[config.mk]
export PLATFORM = sky130hd
export DESIGN_NAME = amsc_top
export DESIGN_NICKNAME = d
export VERILOG_FILES = /design/src/logic/amsc_pkg.sv /design/src/logic/amsc_sync_edge.sv /design/src/logic/amsc_divider.sv /design/src/logic/amsc_top.sv
export SDC_FILE = /design/constraint.sdc
export NUM_CORES = 1
export LEC_CHECK = 0
export ABC_AREA = 1
export BUFFER_PORTS_ARGS = -buffer_cell sky130_fd_sc_hd__buf_2
export CORE_ASPECT_RATIO = 0.8
export CORE_MARGIN = 8
export CORE_UTILIZATION = 45
export CTS_CLUSTER_SIZE = 24
export DETAILED_ROUTE_END_ITERATION = 10
export PLACE_DENSITY = 0.67
export REMOVE_ABC_BUFFERS = 1
export SLEW_MARGIN = 15
export SYNTH_ARGS = -nofsm -noshare
export SYNTH_HDL_FRONTEND = slang
export SYNTH_HIERARCHICAL = 1
export SYNTH_SLANG_ARGS = --single-unit
[constraint.sdc]
create_clock -name hclk -period 4.7 [get_ports hclk]
set_clock_uncertainty 0.15 [all_clocks]
set_input_delay 0.47 -clock hclk [delete_from_list [all_inputs] [get_ports hclk]]
set_output_delay 0.47 -clock hclk [all_outputs]
set_load 0.05 [all_outputs]
[src/logic/amsc_pkg.sv]
/*
  shared constants, types and helper functions for the accelerometer
  mode and sampling control block.
  assumes a single 10 mhz system clock and a 32-bit ahb-lite register bus.
*/
package amsc_pkg;

  // ==========================================================================
  // timing
  localparam int CLK_PERIOD_NS       = 100;        // hclk period
  localparam int FAST_RATE_PERIOD_NS = 2_500_000;  // period of the 400 hz rate
  localparam int FAST_RATE_CYCLES    = FAST_RATE_PERIOD_NS / CLK_PERIOD_NS;
  localparam int EXT_EDGES_PER_FAST  = 128;        // external clock edges per 400 hz period
  localparam int DIV_W               = 20;         // width of the base divider
  localparam int OCT_W               = 6;          // octave counter for slower rates

  // ==========================================================================
  // rate codes: 0 = 12.5 hz ... 5 = 400 hz, each step doubles
  localparam logic [2:0] RATE_CODE_MAX = 3'h5;
  localparam logic [2:0] WAKE_SHIFT    = 3'h6;     // 400 hz / 64 = 6.25 hz

  // ==========================================================================
  // register byte offsets
  localparam logic [7:0] OFS_CTRL     = 8'h00;
  localparam logic [7:0] OFS_STATUS   = 8'h04;
  localparam logic [7:0] OFS_DATA_X   = 8'h08;
  localparam logic [7:0] OFS_DATA_Y   = 8'h0C;
  localparam logic [7:0] OFS_DATA_Z   = 8'h10;
  localparam logic [7:0] OFS_THRESH   = 8'h14;
  localparam logic [7:0] OFS_ACT_TIME = 8'h18;
  localparam logic [7:0] OFS_IRQ_STAT = 8'h1C;
  localparam logic [7:0] OFS_IRQ_MASK = 8'h20;

  // ==========================================================================
  // control register layout
  localparam int CTRL_MODE_LSB  = 0;   // two bits
  localparam int CTRL_RATE_LSB  = 2;   // three bits
  localparam int CTRL_FILTER_BANDWIDTH_SELECT   = 5;   // filter_bandwidth_select: 1 = half, 0 = quarter
  localparam int CTRL_RANGE_LSB = 6;   // two bits
  localparam int CTRL_EXT_CLK   = 8;
  localparam int CTRL_EXT_TRIG  = 9;
  localparam int CTRL_AUTO_MEAS = 10;
  localparam int CTRL_WAKE_OUT  = 11;
  localparam int CTRL_FIFO_EN   = 12;
  localparam int CTRL_W         = 13;
  localparam logic [CTRL_W-1:0] CTRL_RESET = 13'h000C;  // standby, 100 hz, quarter bw

  localparam logic [1:0] MODE_STANDBY = 2'h0;
  localparam logic [1:0] MODE_WAKEUP  = 2'h1;
  localparam logic [1:0] MODE_MEASURE = 2'h2;

  // ==========================================================================
  // status and interrupt layout
  localparam int ST_DATA_VALID = 2;    // bits 1:0 hold the mode code
  localparam int ST_AWAKE      = 3;
  localparam int IRQ_DATA      = 0;
  localparam int IRQ_MOTION    = 1;
  localparam int IRQ_W         = 2;

  // ==========================================================================
  // data widths and reset values
  localparam int SAMPLE_W = 12;
  localparam int THRESH_W = 11;
  localparam int ACT_W    = 8;
  localparam logic [THRESH_W-1:0] THRESH_RESET = 11'h0FA;
  localparam logic [ACT_W-1:0]    ACT_RESET    = 8'h01;

  typedef enum logic [1:0] {AMSC_STANDBY, AMSC_WAKEUP, AMSC_MEASURE} amsc_mode_e;

  // magnitude of a two's complement sample
  function automatic logic [SAMPLE_W-1:0] amsc_abs(input logic [SAMPLE_W-1:0] v);
    amsc_abs = v[SAMPLE_W-1] ? SAMPLE_W'(~v + 12'h001) : v;
  endfunction

  // true when the octave count lands on a multiple of 2**shift
  function automatic logic amsc_rate_hit(input logic [OCT_W-1:0] oct,
                                         input logic [2:0]       shift);
    logic [OCT_W:0] mask;
    mask          = 7'((7'h01 << shift) - 7'h01);
    amsc_rate_hit = ((oct & mask[OCT_W-1:0]) == 6'h00);
  endfunction

endpackage

[src/logic/amsc_sync_edge.sv]
/*
  two flop synchroniser with rising edge detect for a pin input.
  assumes the pin is asynchronous to hclk; the first flop feeds only the second.
*/
`timescale 1ns/1ns
module amsc_sync_edge
  import amsc_pkg::*;
(
  input  wire logic hclk,
  input  wire logic hresetn,
  input  wire logic pin,
  output logic      level,
  output logic      rise
);

  logic meta_q, meta_d;   // first stage, read only by the second
  logic sync_q, sync_d;   // stable copy
  logic prev_q, prev_d;   // delayed copy for the edge

  // ==========================================================================
  // next values
  always_comb begin
    meta_d = pin;
    sync_d = meta_q;
    prev_d = sync_q;
  end

  // ==========================================================================
  // registers
  always_ff @(posedge hclk or negedge hresetn) begin
    if (!hresetn) begin
      meta_q <= 1'b0;
      sync_q <= 1'b0;
      prev_q <= 1'b0;
    end else begin
      meta_q <= meta_d;
      sync_q <= sync_d;
      prev_q <= prev_d;
    end
  end

  assign level = sync_q;
  assign rise  = sync_q & ~prev_q;   // one cycle per rising edge

endmodule

[src/logic/amsc_divider.sv]
/*
  event divider: emits one pulse for every div step events.
  assumes div is at least one and steady while counting; clear restarts it.
*/
`timescale 1ns/1ns
module amsc_divider
  import amsc_pkg::*;
(
  input  wire logic             hclk,
  input  wire logic             hresetn,
  input  wire logic             clear,
  input  wire logic             step,
  input  wire logic [DIV_W-1:0] div,
  output logic                  tick
);

  logic [DIV_W-1:0] cnt_q, cnt_d;   // events seen in this period
  logic             tick_q, tick_d;

  // ==========================================================================
  // next values
  always_comb begin
    cnt_d  = cnt_q;
    tick_d = 1'b0;
    if (clear) begin
      // restart so the first period after a mode change is whole
      cnt_d = '0;
    end else if (step) begin
      if (cnt_q >= DIV_W'(div - 20'h0_0001)) begin
        cnt_d  = '0;
        tick_d = 1'b1;
      end else begin
        cnt_d = DIV_W'(cnt_q + 20'h0_0001);
      end
    end
  end

  // ==========================================================================
  // registers
  always_ff @(posedge hclk or negedge hresetn) begin
    if (!hresetn) begin
      cnt_q  <= '0;
      tick_q <= 1'b0;
    end else begin
      cnt_q  <= cnt_d;
      tick_q <= tick_d;
    end
  end

  assign tick = tick_q;

endmodule

[src/logic/amsc_top.sv]
/*
  mode and sampling control of a three axis accelerometer: standby, wake-up
  and measurement modes, rate and filter selection, 12-bit sample capture,
  motion detection, interrupts, and the two dual use interrupt pins.
  assumes an ahb-lite master with single word transfers, a converter front end
  whose axis values are steady on hclk, and a fifo outside that takes pushes.
*/
`timescale 1ns/1ns
// Operation
// - reset leaves standby, sensing off
// - standby halts sampling, keeps interrupt flags and data
// - wake-up samples about six per second
// - wake-up motion: measure, interrupt, wake output
// - wake-up skips activity timer, rest works
// - wake-up keeps registers, data, fifo pushes
// - rates from 12.5 hz to 400 hz
// - one conversion per selected output period
// - filter corner half or quarter rate
// - filter defaults to quarter rate
// - always 12-bit samples, range scales weight
// - second pin may be trigger input
// - first pin may be external clock input
// - valid data within four periods
module amsc_top
  import amsc_pkg::*;
#(
  parameter int FAST_RATE_DIV = FAST_RATE_CYCLES,   // hclk cycles per 400 hz period
  parameter int EXT_DIV       = EXT_EDGES_PER_FAST  // external edges per 400 hz period
)(
  input  wire logic                hclk,
  input  wire logic                hresetn,
  input  wire logic                hsel,
  input  wire logic [31:0]         haddr,
  input  wire logic [1:0]          htrans,
  input  wire logic                hwrite,
  input  wire logic [2:0]          hsize,
  input  wire logic [31:0]         hwdata,
  input  wire logic                hready,
  output logic [31:0]              hrdata,
  output logic                     hreadyout,
  output logic                     hresp,
  input  wire logic [SAMPLE_W-1:0] accel_x,
  input  wire logic [SAMPLE_W-1:0] accel_y,
  input  wire logic [SAMPLE_W-1:0] accel_z,
  output logic                     sense_enable,
  output logic                     convert_strobe,
  output logic                     filter_bandwidth_select,
  output logic [1:0]               range_select,
  output logic                     fifo_push,
  output logic [3*SAMPLE_W-1:0]    fifo_data,
  output logic                     irq,
  input  wire logic                first_interrupt_pin_level,
  output logic                     first_interrupt_pin_drive,
  output logic                     first_interrupt_pin_oe,
  input  wire logic                second_interrupt_pin_level,
  output logic                     second_interrupt_pin_drive,
  output logic                     second_interrupt_pin_oe
);

  // ==========================================================================
  // state
  logic [CTRL_W-1:0]     ctrl_q, ctrl_d;         // control register
  amsc_mode_e            mode_q, mode_d;         // operating mode
  logic [THRESH_W-1:0]   thresh_q, thresh_d;     // motion threshold
  logic [ACT_W-1:0]      act_time_q, act_time_d; // activity samples needed
  logic [ACT_W-1:0]      act_cnt_q, act_cnt_d;   // consecutive samples above
  logic [SAMPLE_W-1:0]   data_x_q, data_x_d;     // latest samples
  logic [SAMPLE_W-1:0]   data_y_q, data_y_d;
  logic [SAMPLE_W-1:0]   data_z_q, data_z_d;
  logic                  valid_q, valid_d;       // a sample was taken
  logic                  awake_q, awake_d;       // motion seen
  logic [IRQ_W-1:0]      istat_q, istat_d;       // sticky interrupt flags
  logic [IRQ_W-1:0]      imask_q, imask_d;       // interrupt enables
  logic [OCT_W-1:0]      oct_q, oct_d;           // base ticks since mode entry
  logic                  conv_q, conv_d;         // conversion strobe
  logic                  push_q, push_d;         // fifo push strobe
  logic [3*SAMPLE_W-1:0] fdata_q, fdata_d;       // fifo word
  logic                  pend_q, pend_d;         // data phase in progress
  logic                  pwr_q, pwr_d;           // pending access is a write
  logic [7:0]            paddr_q, paddr_d;       // pending word address
  logic [31:0]           rdata_q, rdata_d;       // read data register

  // ==========================================================================
  // derived controls
  logic       ext_clk_en;
  logic       ext_trig_en;
  logic [2:0] rate_code;
  logic [2:0] rate_shift;
  logic       mode_clear;
  logic       base_tick;
  logic       ext_clk_rise;
  logic       trig_rise;
  logic       sample_now;
  logic       over;
  logic       motion;
  logic       ctrl_wr;
  logic       addr_ok;

  assign ext_clk_en  = ctrl_q[CTRL_EXT_CLK];
  assign ext_trig_en = ctrl_q[CTRL_EXT_TRIG];
  assign rate_code   = ctrl_q[CTRL_RATE_LSB +: 3];
  // codes past 400 hz clamp to the fastest rate
  assign rate_shift  = (rate_code > RATE_CODE_MAX) ? 3'h0 : 3'(RATE_CODE_MAX - rate_code);

  // ==========================================================================
  // pin inputs: both pass two flops before use
  amsc_sync_edge u_clk_pin (
    .hclk    (hclk),
    .hresetn (hresetn),
    .pin     (first_interrupt_pin_level),
    .level   (),
    .rise    (ext_clk_rise)
  );

  amsc_sync_edge u_trig_pin (
    .hclk    (hclk),
    .hresetn (hresetn),
    .pin     (second_interrupt_pin_level),
    .level   (),
    .rise    (trig_rise)
  );

  // ==========================================================================
  // base timebase: internal hclk count or external clock edges
  assign mode_clear = (mode_q != mode_d) | (mode_q == AMSC_STANDBY);

  amsc_divider u_base (
    .hclk    (hclk),
    .hresetn (hresetn),
    .clear   (mode_clear),
    .step    (ext_clk_en ? ext_clk_rise : 1'b1),
    .div     (ext_clk_en ? DIV_W'(EXT_DIV) : DIV_W'(FAST_RATE_DIV)),
    .tick    (base_tick)
  );

  // ==========================================================================
  // sample scheduling per mode
  always_comb begin
    unique case (mode_q)
      AMSC_STANDBY: sample_now = 1'b0;
      AMSC_WAKEUP:  sample_now = base_tick & amsc_rate_hit(oct_q, WAKE_SHIFT);
      // an external trigger replaces the rate timer in measurement
      AMSC_MEASURE: sample_now = ext_trig_en ? trig_rise
                               : base_tick & amsc_rate_hit(oct_q, rate_shift);
    endcase
  end

  // any axis magnitude above the threshold counts as motion
  assign over = (amsc_abs(accel_x) > {1'b0, thresh_q}) |
                (amsc_abs(accel_y) > {1'b0, thresh_q}) |
                (amsc_abs(accel_z) > {1'b0, thresh_q});

  // ==========================================================================
  // sampling and motion next values
  always_comb begin
    oct_d     = oct_q;
    act_cnt_d = act_cnt_q;
    data_x_d  = data_x_q;
    data_y_d  = data_y_q;
    data_z_d  = data_z_q;
    valid_d   = valid_q;
    conv_d    = sample_now;
    push_d    = 1'b0;
    fdata_d   = fdata_q;
    motion    = 1'b0;
    if (mode_clear) begin
      oct_d = '0;  // first sample lands one base period after entry
    end else if (base_tick) begin
      oct_d = OCT_W'(oct_q + 6'h01);
    end
    if (sample_now) begin
      // the full 12-bit word is kept whatever the range
      data_x_d = accel_x;
      data_y_d = accel_y;
      data_z_d = accel_z;
      valid_d  = 1'b1;
      push_d   = ctrl_q[CTRL_FIFO_EN];
      fdata_d  = {accel_z, accel_y, accel_x};
      if (!over) begin
        act_cnt_d = '0;
      end else if (mode_q == AMSC_WAKEUP) begin
        motion    = 1'b1;
        act_cnt_d = '0;
      end else if (ACT_W'(act_cnt_q + 8'h01) >= act_time_q) begin
        motion    = 1'b1;
        act_cnt_d = '0;
      end else begin
        act_cnt_d = ACT_W'(act_cnt_q + 8'h01);
      end
    end
  end

  // ==========================================================================
  // ahb-lite slave: one wait state, read data from a register
  assign addr_ok = (paddr_q == OFS_CTRL)     | (paddr_q == OFS_STATUS)   |
                   (paddr_q == OFS_DATA_X)   | (paddr_q == OFS_DATA_Y)   |
                   (paddr_q == OFS_DATA_Z)   | (paddr_q == OFS_THRESH)   |
                   (paddr_q == OFS_ACT_TIME) | (paddr_q == OFS_IRQ_STAT) |
                   (paddr_q == OFS_IRQ_MASK);
  assign ctrl_wr = pend_q & pwr_q & (paddr_q == OFS_CTRL);

  always_comb begin
    pend_d     = 1'b0;
    pwr_d      = pwr_q;
    paddr_d    = paddr_q;
    rdata_d    = rdata_q;
    ctrl_d     = ctrl_q;
    thresh_d   = thresh_q;
    act_time_d = act_time_q;
    imask_d    = imask_q;
    istat_d    = istat_q;
    mode_d     = mode_q;
    awake_d    = awake_q;
    // address phase taken only when the bus is ready
    if (hsel & htrans[1] & hready & !pend_q) begin
      pend_d  = 1'b1;
      pwr_d   = hwrite;
      paddr_d = {haddr[7:2], 2'b00};
    end
    if (pend_q & pwr_q) begin
      unique case (paddr_q)
        OFS_CTRL:     ctrl_d     = hwdata[CTRL_W-1:0];
        OFS_THRESH:   thresh_d   = hwdata[THRESH_W-1:0];
        OFS_ACT_TIME: act_time_d = hwdata[ACT_W-1:0];
        OFS_IRQ_MASK: imask_d    = hwdata[IRQ_W-1:0];
        OFS_IRQ_STAT: istat_d    = istat_q & ~hwdata[IRQ_W-1:0];
        default:      ctrl_d     = ctrl_q;  // unmapped write ignored
      endcase
    end
    if (pend_q & !pwr_q) begin
      rdata_d = '0;
      unique case (paddr_q)
        OFS_CTRL:     rdata_d[CTRL_W-1:0]   = ctrl_q;
        OFS_STATUS:   rdata_d[ST_AWAKE:0]   = {awake_q, valid_q, ctrl_q[1:0]};
        OFS_DATA_X:   rdata_d[SAMPLE_W-1:0] = data_x_q;
        OFS_DATA_Y:   rdata_d[SAMPLE_W-1:0] = data_y_q;
        OFS_DATA_Z:   rdata_d[SAMPLE_W-1:0] = data_z_q;
        OFS_THRESH:   rdata_d[THRESH_W-1:0] = thresh_q;
        OFS_ACT_TIME: rdata_d[ACT_W-1:0]    = act_time_q;
        OFS_IRQ_STAT: rdata_d[IRQ_W-1:0]    = istat_q;
        OFS_IRQ_MASK: rdata_d[IRQ_W-1:0]    = imask_q;
        default:      rdata_d               = '0;  // unmapped reads zero
      endcase
    end
    // mode follows a control write; a reserved code leaves it alone
    if (ctrl_wr) begin
      awake_d = 1'b0;
      unique case (hwdata[CTRL_MODE_LSB +: 2])
        MODE_STANDBY: mode_d = AMSC_STANDBY;
        MODE_WAKEUP:  mode_d = AMSC_WAKEUP;
        MODE_MEASURE: mode_d = AMSC_MEASURE;
        default: begin
          mode_d = mode_q;
          ctrl_d[CTRL_MODE_LSB +: 2] = ctrl_q[CTRL_MODE_LSB +: 2];
        end
      endcase
    end
    // events set flags after the clear so a same cycle set wins
    if (sample_now) begin
      istat_d[IRQ_DATA] = 1'b1;
    end
    if (motion) begin
      istat_d[IRQ_MOTION] = 1'b1;
      awake_d             = 1'b1;
      if (mode_q == AMSC_WAKEUP && ctrl_q[CTRL_AUTO_MEAS] && !ctrl_wr) begin
        mode_d                     = AMSC_MEASURE;
        ctrl_d[CTRL_MODE_LSB +: 2] = MODE_MEASURE;
      end
    end
  end

  // ==========================================================================
  // registers
  always_ff @(posedge hclk or negedge hresetn) begin
    if (!hresetn) begin
      ctrl_q     <= CTRL_RESET;
      mode_q     <= AMSC_STANDBY;
      thresh_q   <= THRESH_RESET;
      act_time_q <= ACT_RESET;
      act_cnt_q  <= '0;
      data_x_q   <= '0;
      data_y_q   <= '0;
      data_z_q   <= '0;
      valid_q    <= 1'b0;
      awake_q    <= 1'b0;
      istat_q    <= '0;
      imask_q    <= '0;
      oct_q      <= '0;
      conv_q     <= 1'b0;
      push_q     <= 1'b0;
      fdata_q    <= '0;
      pend_q     <= 1'b0;
      pwr_q      <= 1'b0;
      paddr_q    <= '0;
      rdata_q    <= '0;
    end else begin
      ctrl_q     <= ctrl_d;
      mode_q     <= mode_d;
      thresh_q   <= thresh_d;
      act_time_q <= act_time_d;
      act_cnt_q  <= act_cnt_d;
      data_x_q   <= data_x_d;
      data_y_q   <= data_y_d;
      data_z_q   <= data_z_d;
      valid_q    <= valid_d;
      awake_q    <= awake_d;
      istat_q    <= istat_d;
      imask_q    <= imask_d;
      oct_q      <= oct_d;
      conv_q     <= conv_d;
      push_q     <= push_d;
      fdata_q    <= fdata_d;
      pend_q     <= pend_d;
      pwr_q      <= pwr_d;
      paddr_q    <= paddr_d;
      rdata_q    <= rdata_d;
    end
  end

  // ==========================================================================
  // outputs
  assign hrdata                  = rdata_q;
  assign hreadyout               = !pend_q;
  assign hresp                   = 1'b0;
  assign sense_enable            = (mode_q != AMSC_STANDBY);
  assign convert_strobe          = conv_q;
  assign filter_bandwidth_select = ctrl_q[CTRL_FILTER_BANDWIDTH_SELECT];
  assign range_select            = ctrl_q[CTRL_RANGE_LSB +: 2];
  assign fifo_push               = push_q;
  assign fifo_data               = fdata_q;
  assign irq                     = |(istat_q & imask_q);
  // pins drive only when not claimed as inputs
  assign first_interrupt_pin_drive  = irq;
  assign first_interrupt_pin_oe     = !ext_clk_en;
  assign second_interrupt_pin_drive = awake_q & ctrl_q[CTRL_WAKE_OUT];
  assign second_interrupt_pin_oe    = !ext_trig_en;

endmodule

======== Word level (Yosys, flattened, before mapping) ========
Cells that the tools add are included.
cells by class
  shift operators ......................... 1
  multiplexer cells ....................... 47
  order comparisons ....................... 6
  add/sub/neg operators ................... 9
  reductions and logical operators ........ 29
  bitwise logic cells ..................... 23
  eq/ne operators ......................... 13
operators by type and width
  operator                                                                number
  20-bit 2-to-1 mux                                                       3
  12-bit by 1-bit adder with 12-bit output (second input constant)        3
  12-bit by 11-bit > comparator with 1-bit output                         3
  12-bit 2-to-1 mux                                                       3
  12-bit inverter                                                         3
  6-bit by 3-bit equality test with 1-bit output (second input constant)  4
  8-bit 2-to-1 mux                                                        3
  4-bit one-hot mux with 6 select lines                                   1
  2-bit 2-to-1 mux                                                        11
  20-bit by 1-bit adder with 20-bit output (second input constant)        1
  20-bit >= comparator                                                    1
  1-bit 2-to-1 mux                                                        16
  2-bit one-hot mux with 8 select lines                                   1
  2-bit nonzero test                                                      8
  15-bit by 1-bit subtractor with 16-bit output (second input constant)   1
  15-bit 2-to-1 mux                                                       1
  3-bit one-hot mux with 5 select lines                                   1
  2-bit one-hot mux with 7 select lines                                   1
  6-bit by 2-bit equality test with 1-bit output (second input constant)  2
  6-bit zero test                                                         2
  6-bit 2-to-1 mux                                                        2
  2-bit AND reduction                                                     6
  1-bit bitwise AND                                                       11
  8-bit by 1-bit adder with 8-bit output (second input constant)          1
  other kinds (26)                                                        39
word-level totals
  input bits .............................. 112
  flip-flop bits (word level) ............. 176
  word-level logic and storage cells ...... 158
  output and inout bits ................... 81

======== Depth between registers and ports, before layout ========
  depth after elaboration ................. 14
  gate-level depth with buffers ........... 30
  gate-level depth less buffers ........... 30

======== Cells and area by module ========
The synthesis kept the hierarchy.
modules (own cells, without submodules)
  module          cells an instance  instances  area an instance (um^2)  seq. area each (um^2)
  amsc_top        881                1          6996.7                   2839.0
  amsc_divider    370                1          2393.5                   525.5
  amsc_sync_edge  5                  2          85.1                     75.1

======== Worst setup path before layout ========
No wires, ideal clock.
  kind .................................... input-to-reg
  start ................................... in accel_x[0]
  end ..................................... reg u_base.cnt_q[4]
  library setup time ...................... 0.078 ns
  path buffers ............................ 2
  required time ........................... 4.472 ns
  stages on the path ...................... 26
  data arrival time ....................... 3.505 ns
  path slack .............................. 0.967 ns
  cell sequence ........................... inv_1 > ha_1 > nand3_1 > nor3_1 > inv_1 > nor2_1 > a31oi_1 > xor2_1 > ha_1 > nand3_1 > nor2_1 > nand4_1 > nand2_1 > nand2_1 > nor2_1 > nand2_1 > buf_4 > nand3_1 > nand3_1 > nand2_1 > nand3_4 > nor2_1 > clkinv_1 > buf_2 > nor2_1 > o21bai_1
on the way
  longest elaborated chain between the ends .. 12
  elaborated cells on any way between the ends .. 13
  classes of those cells .................. add/sub (1); order compare (1); eq/ne (1); mux (5); bitwise (4); reduce/logical (1)
ends and longest elaborated chain
  element                                                         RTL line            source
  start, declared                                                 amsc_top.sv:42      input wire logic [SAMPLE_W-1:0] accel_x,
  12-bit inverter                                                 amsc_pkg.sv:72      amsc_abs = v[SAMPLE_W-1] ? SAMPLE_W'(~v + 12'h001) : v;
  12-bit by 1-bit adder with 12-bit output                        amsc_pkg.sv:72
  12-bit 2-to-1 mux (*)                                           amsc_pkg.sv:72
  12-bit by 11-bit > comparator with 1-bit output (*)             amsc_top.sv:149     assign over = (amsc_abs(accel_x) > {1'b0, thresh_q}) |
  1-bit bitwise OR (*)                                            amsc_top.sv:149
  1-bit bitwise OR (*)                                            amsc_top.sv:150     (amsc_abs(accel_y) > {1'b0, thresh_q}) |
  1-bit 2-to-1 mux (*)                                            amsc_top.sv:179     if (!over) begin
  1-bit 2-to-1 mux (*)                                            amsc_top.sv:171     if (sample_now) begin
  2-bit 2-to-1 mux (*)                                            amsc_top.sv:262     if (motion) begin
  2-bit inequality test (*)                                       amsc_top.sv:125     assign mode_clear = (mode_q != mode_d) | (mode_q == AMSC_STANDBY);
  1-bit bitwise OR (*)                                            amsc_top.sv:125
  net mode_clear                                                  amsc_top.sv:89      logic mode_clear;
  20-bit 2-to-1 mux / 2-bit nonzero test (equally long branches)  n/a
  end signal, assigned                                            amsc_divider.sv:45  cnt_q <= cnt_d;
  end, declared                                                   amsc_divider.sv:17  logic [DIV_W-1:0] cnt_q, cnt_d;
The timed path passes the listed nets; every way through them passes the cells marked *.
A chain may end at the register's enable or synchronous reset.

======== Final worst setup path ========
Ends and elaborated chain as after synthesis.

==> out/results.md <==
| Parameter | Reported |
|---|---|
| Result of the run | completed |
| Switching part of the total | 43.1% |
| Most common cell in the netlist | sky130_fd_sc_hd__nand2_1 |
| Measured slew at the worst slew-check pin | 1.17 ns |
| Number of global-route vias before repair | 8,073 |
| R2R Path End | u_base/cnt_q[4] |
| Relative slew slack | 21.7% |
| Setup slack, reg-to-reg | 0.97 ns |
| Area overhead of the layout relative to synthesis | 16.3% |
| Crit start category | input pin |
| Syn_area_per_cell | 7.58 um^2 |
| Detailed Place HPWL | 20,300 um |
| Width of the chip | 179 um |
| Number of register bits inferred by synthesis | 140 |
| Number of iterations in the first detailed-routing pass | 5 |
| DRC viols | 0 |
| All-Layer GR Usage | 20.1% |
| Count of nets left with antenna violations after detail routing | 0 |
| Largest fanout on the critical path | 11 |
| Number of buffers inserted by post-CTS setup repair | 0 |
| Final core utilization | 53.5% |
| Gate Count Post-Synth | 1,261 |
| Critical path arrival | 4.33 ns |
| Share of synthesized area spent on multiplexers | 0% |
| Antenna violations before repair | 0 |
| XOR/XNOR Fraction of Synth Area | 4.95% |
| Unrepaired setup endpoints after global routing | false |
| Highest attainable clock frequency | 241 MHz |
| Max-Cap Viols | 0 |
| Post-layout min period | 4.14 ns |
| Switching power total | 2.04 mW |
| Sum of negative setup slack | 0 ns |
| CTS tree | yes |
| Top-level port count | 193 |
| Post-synthesis sequential area ratio | 36.8% |
| Yosys warns | 6 |
| N_diodes | 0 |
| Routed length per instance | 15.3 um |
| Starting density of the core | 46.1% |
| PostCTS Resize Cnt | 0 |
| Most common library cells after synthesis | sky130_fd_sc_hd__nand2_1, sky130_fd_sc_hd__inv_1, sky130_fd_sc_hd__dfrtp_1 |
| Multi-input gate area | 0.00530 mm^2 |
| Critical Path Sink Type | flop |
| Aggregate global routing overflow | 0 |
| H-tree lvl count | 4 |
| Num Clock Sinks | 140 |
| Number of DRC violations after detailed-routing iteration 0 | 732 |
| Depth of the worst register-to-register path | 23 |
| Worst Setup Slack, final | 0.556 ns |
| Path type of the worst min-delay path | in -> reg |
| Final std cell area, no fill | 0.0111 mm^2 |
| Met1 capacity usage during global routing | 30.7% |
| Cts bufs inserted | 17 |
| Cell count after placement | 1,673 |
| LEAKAGE | 6.04 nW |
| Commonest register cell after synthesis | sky130_fd_sc_hd__dfrtp_1 |
| Cell Count, Final, Fillers Out | 1,707 |
| Category of the most critical setup path | in -> reg |
| Fraction of the mapped netlist area in adder cells | 9.55% |
| Clock Pin Slew Worst Setup and Hold Paths | 0.06 ns |
| Filler Cells Inserted | 2,001 |
| Final worst path period share | 88.2% |
| Total Routed Length | 26,200 um |
| Worst Hold Endpoint | paddr_q[6] |
| Area of placed instances | 0.0105 mm^2 |
| Buffers added on ports | 123 |
| Combinational share of power | 37.4% |
| Worst hold slack across all endpoints | 0.0921 ns |
| Largest net degree at the start of global routing | 78 |
| Slew Viols, Final | 0 |
| Worst Path Required | 4.88 ns |
| Buffer type at the clock tree root | sky130_fd_sc_hd__clkbuf_16 |
| Largest cells by area after synthesis | sky130_fd_sc_hd__dfrtp_1, sky130_fd_sc_hd__nand2_1, sky130_fd_sc_hd__ha_1, sky130_fd_sc_hd__inv_1, sky130_fd_sc_hd__nor2_1 |
| Dominant combinational cell family by area after synthesis | simple AND/OR/NAND/NOR gates |
| Routed vias | 8,644 |
| Vias per Instance | 5.06 |
| Clock group share of total power | 27.7% |
| Die footprint | 0.0262 mm^2 |
| Number of library cell types mapped by synthesis | 52 |
| Die extent in y | 146 um |
| Total design power | 4.74 mW |
| Maximum ir drop on the vdd rail | 0.355 mV |
| Clk_lat worst skew | 0.42 ns |
| FF+latch area | 0.00351 mm^2 |
| Synth Cell Area | 0.00956 mm^2 |
| Worst hold path startpoint | haddr[6] |
| Placeable core area | 0.0208 mm^2 |
| Fraction of final layout cells sized beyond drive strength 1 | 15.3% |
| Pwr Density | 427 mW/mm^2 |
| Area fraction of the dominant cell type after synthesis | 34.3% |
| Reg power frac | 34.8% |
| Simple-Gate Fraction of Synth Area | 25.5% |
| Reg-to-reg startpoint | act_cnt_q[2] |
| Number of rows created at floorplan | 47 |
| Synth area leader | sky130_fd_sc_hd__dfrtp_1 |
| Wire length of the first global-routing pass | 42,200 um |
| GRT met2 Usage | 27.7% |
| Met3 track utilization from global routing | 4.69% |
| Final setup viols | 0 |
| # nets final | 1,611 |
| Hold Fails Final Rpt | 0 |
| Cell-internal power | 2.70 mW |
| Most used routing layer | met1 |
| Post-synth EDFFs | 0 |
| Worst slack after detailed placement | 0.247 ns |
| Buffer levels on the longest clock path | 2 |
| Cell depth of the worst hold path | 3 |
| Number of buffers inserted for hold repair after clock tree synthesis | 3 |
| Weighted congestion reported at the end of routability-driven placement | 0.915 |
| Async set or reset register ratio after synthesis | 100% |
| Compound-gate portion of the synthesized area | 13.0% |
power by group through the flow:
stage	clock (mW)	sequential (mW)	combinational (mW)
floorplan	0	2.17	0.734
global placement	0	1.67	1.74
detailed placement	0	1.67	1.77
CTS	1.34	1.65	1.78
global route	1.39	1.68	1.94
finish	1.32	1.65	1.77
how the worst max path moves through the flow:
stage,endpoint,from,cells after the start,slack [ns]
finish,u_base/cnt_q[4],accel_x[0],27,0.56
global route,u_base/cnt_q[4],accel_x[0],27,0.17
CTS,u_base/cnt_q[4],accel_x[0],27,0.67
detailed placement,u_base/cnt_q[4],accel_x[0],28,0.25
global placement,u_base/cnt_q[4],accel_x[0],27,0.27
floorplan,u_base/cnt_q[4],accel_x[0],27,0.63
worst max-delay path, stage by stage:
cell	delay (ns)
sky130_fd_sc_hd__buf_2	0.11
sky130_fd_sc_hd__inv_1	0.11
sky130_fd_sc_hd__ha_1	0.18
sky130_fd_sc_hd__nand3_1	0.13
sky130_fd_sc_hd__nor3_1	0.17
sky130_fd_sc_hd__inv_1	0.07
sky130_fd_sc_hd__nor2_1	0.24
sky130_fd_sc_hd__a31oi_1	0.14
sky130_fd_sc_hd__xor2_1	0.16
sky130_fd_sc_hd__ha_1	0.30
sky130_fd_sc_hd__nand3_1	0.12
sky130_fd_sc_hd__nor2_1	0.21
sky130_fd_sc_hd__nand4_1	0.17
sky130_fd_sc_hd__nand2_1	0.10
sky130_fd_sc_hd__nand2_1	0.05
sky130_fd_sc_hd__nor2_1	0.10
sky130_fd_sc_hd__nand2_1	0.17
sky130_fd_sc_hd__nand2_1	0.17
sky130_fd_sc_hd__nand2_1	0.09
sky130_fd_sc_hd__nand3_1	0.09
sky130_fd_sc_hd__nand2_2	0.07
sky130_fd_sc_hd__nand3_4	0.08
sky130_fd_sc_hd__nor2_1	0.08
sky130_fd_sc_hd__nor2_1	0.22
sky130_fd_sc_hd__buf_4	0.24
sky130_fd_sc_hd__o211ai_1	0.11
sky130_fd_sc_hd__o21bai_1	0.14
layout by cell type, fill, tap and decap left out, drive strengths merged, types with 13 or more instances in the layout:
| master | instances |
|---|---|
| nand2 | 334 |
| inv | 175 |
| nor2 | 143 |
| buf | 134 |
| dfrtp | 131 |
| o21ai | 81 |
| ha | 73 |
| conb | 60 |
| nand3 | 49 |
| xor2 | 43 |
| a21oi | 43 |
| o21bai | 22 |
| clkbuf | 19 |
| nand4 | 16 |
| a22oi | 13 |
metal layers:
metal / up-vias / part of all wire, %
met5: - / 0
met4: 0 / 1.4
met3: 34 / 8.0
met2: 287 / 40
met1: 4016 / 51
li1: 4307 / -
final cells by class:
cell class	instances	share of cell area, %
Clock buffer	19	3.99
Sequential cell	140	31.6
Multi-Input combinational cell	953	47.6
Inverter	177	6.00
Clock inverter	12	1.11
Tap cell	269	3.03
Timing Repair Buffer	137	6.61
registers in the layout, indices dropped and copies added (netlist names), 2 cells and up:
| name | count |
|---|---|
| u_base/cnt_q | 20 |
| ctrl_q | 13 |
| hrdata | 13 |
| data_z_q | 12 |
| data_x_q | 11 |
| data_y_q | 11 |
| thresh_q | 11 |
| act_cnt_q | 8 |
| act_time_q | 8 |
| oct_q | 6 |
| paddr_q | 6 |
| fifo_data | 2 |
| imask_q | 2 |
| istat_q | 2 |
| mode_q | 2 |
logic make-up after synthesis:
logic type | Yosys count
AOI/OAI and AO/OA | 205
xor gates and xnor gates | 54
adders and majority gates | 73
buffers and inverters | 226
DFF | 140
other | 2
and+or+nand+nor | 561
Power figures use the tool's default switching activity.
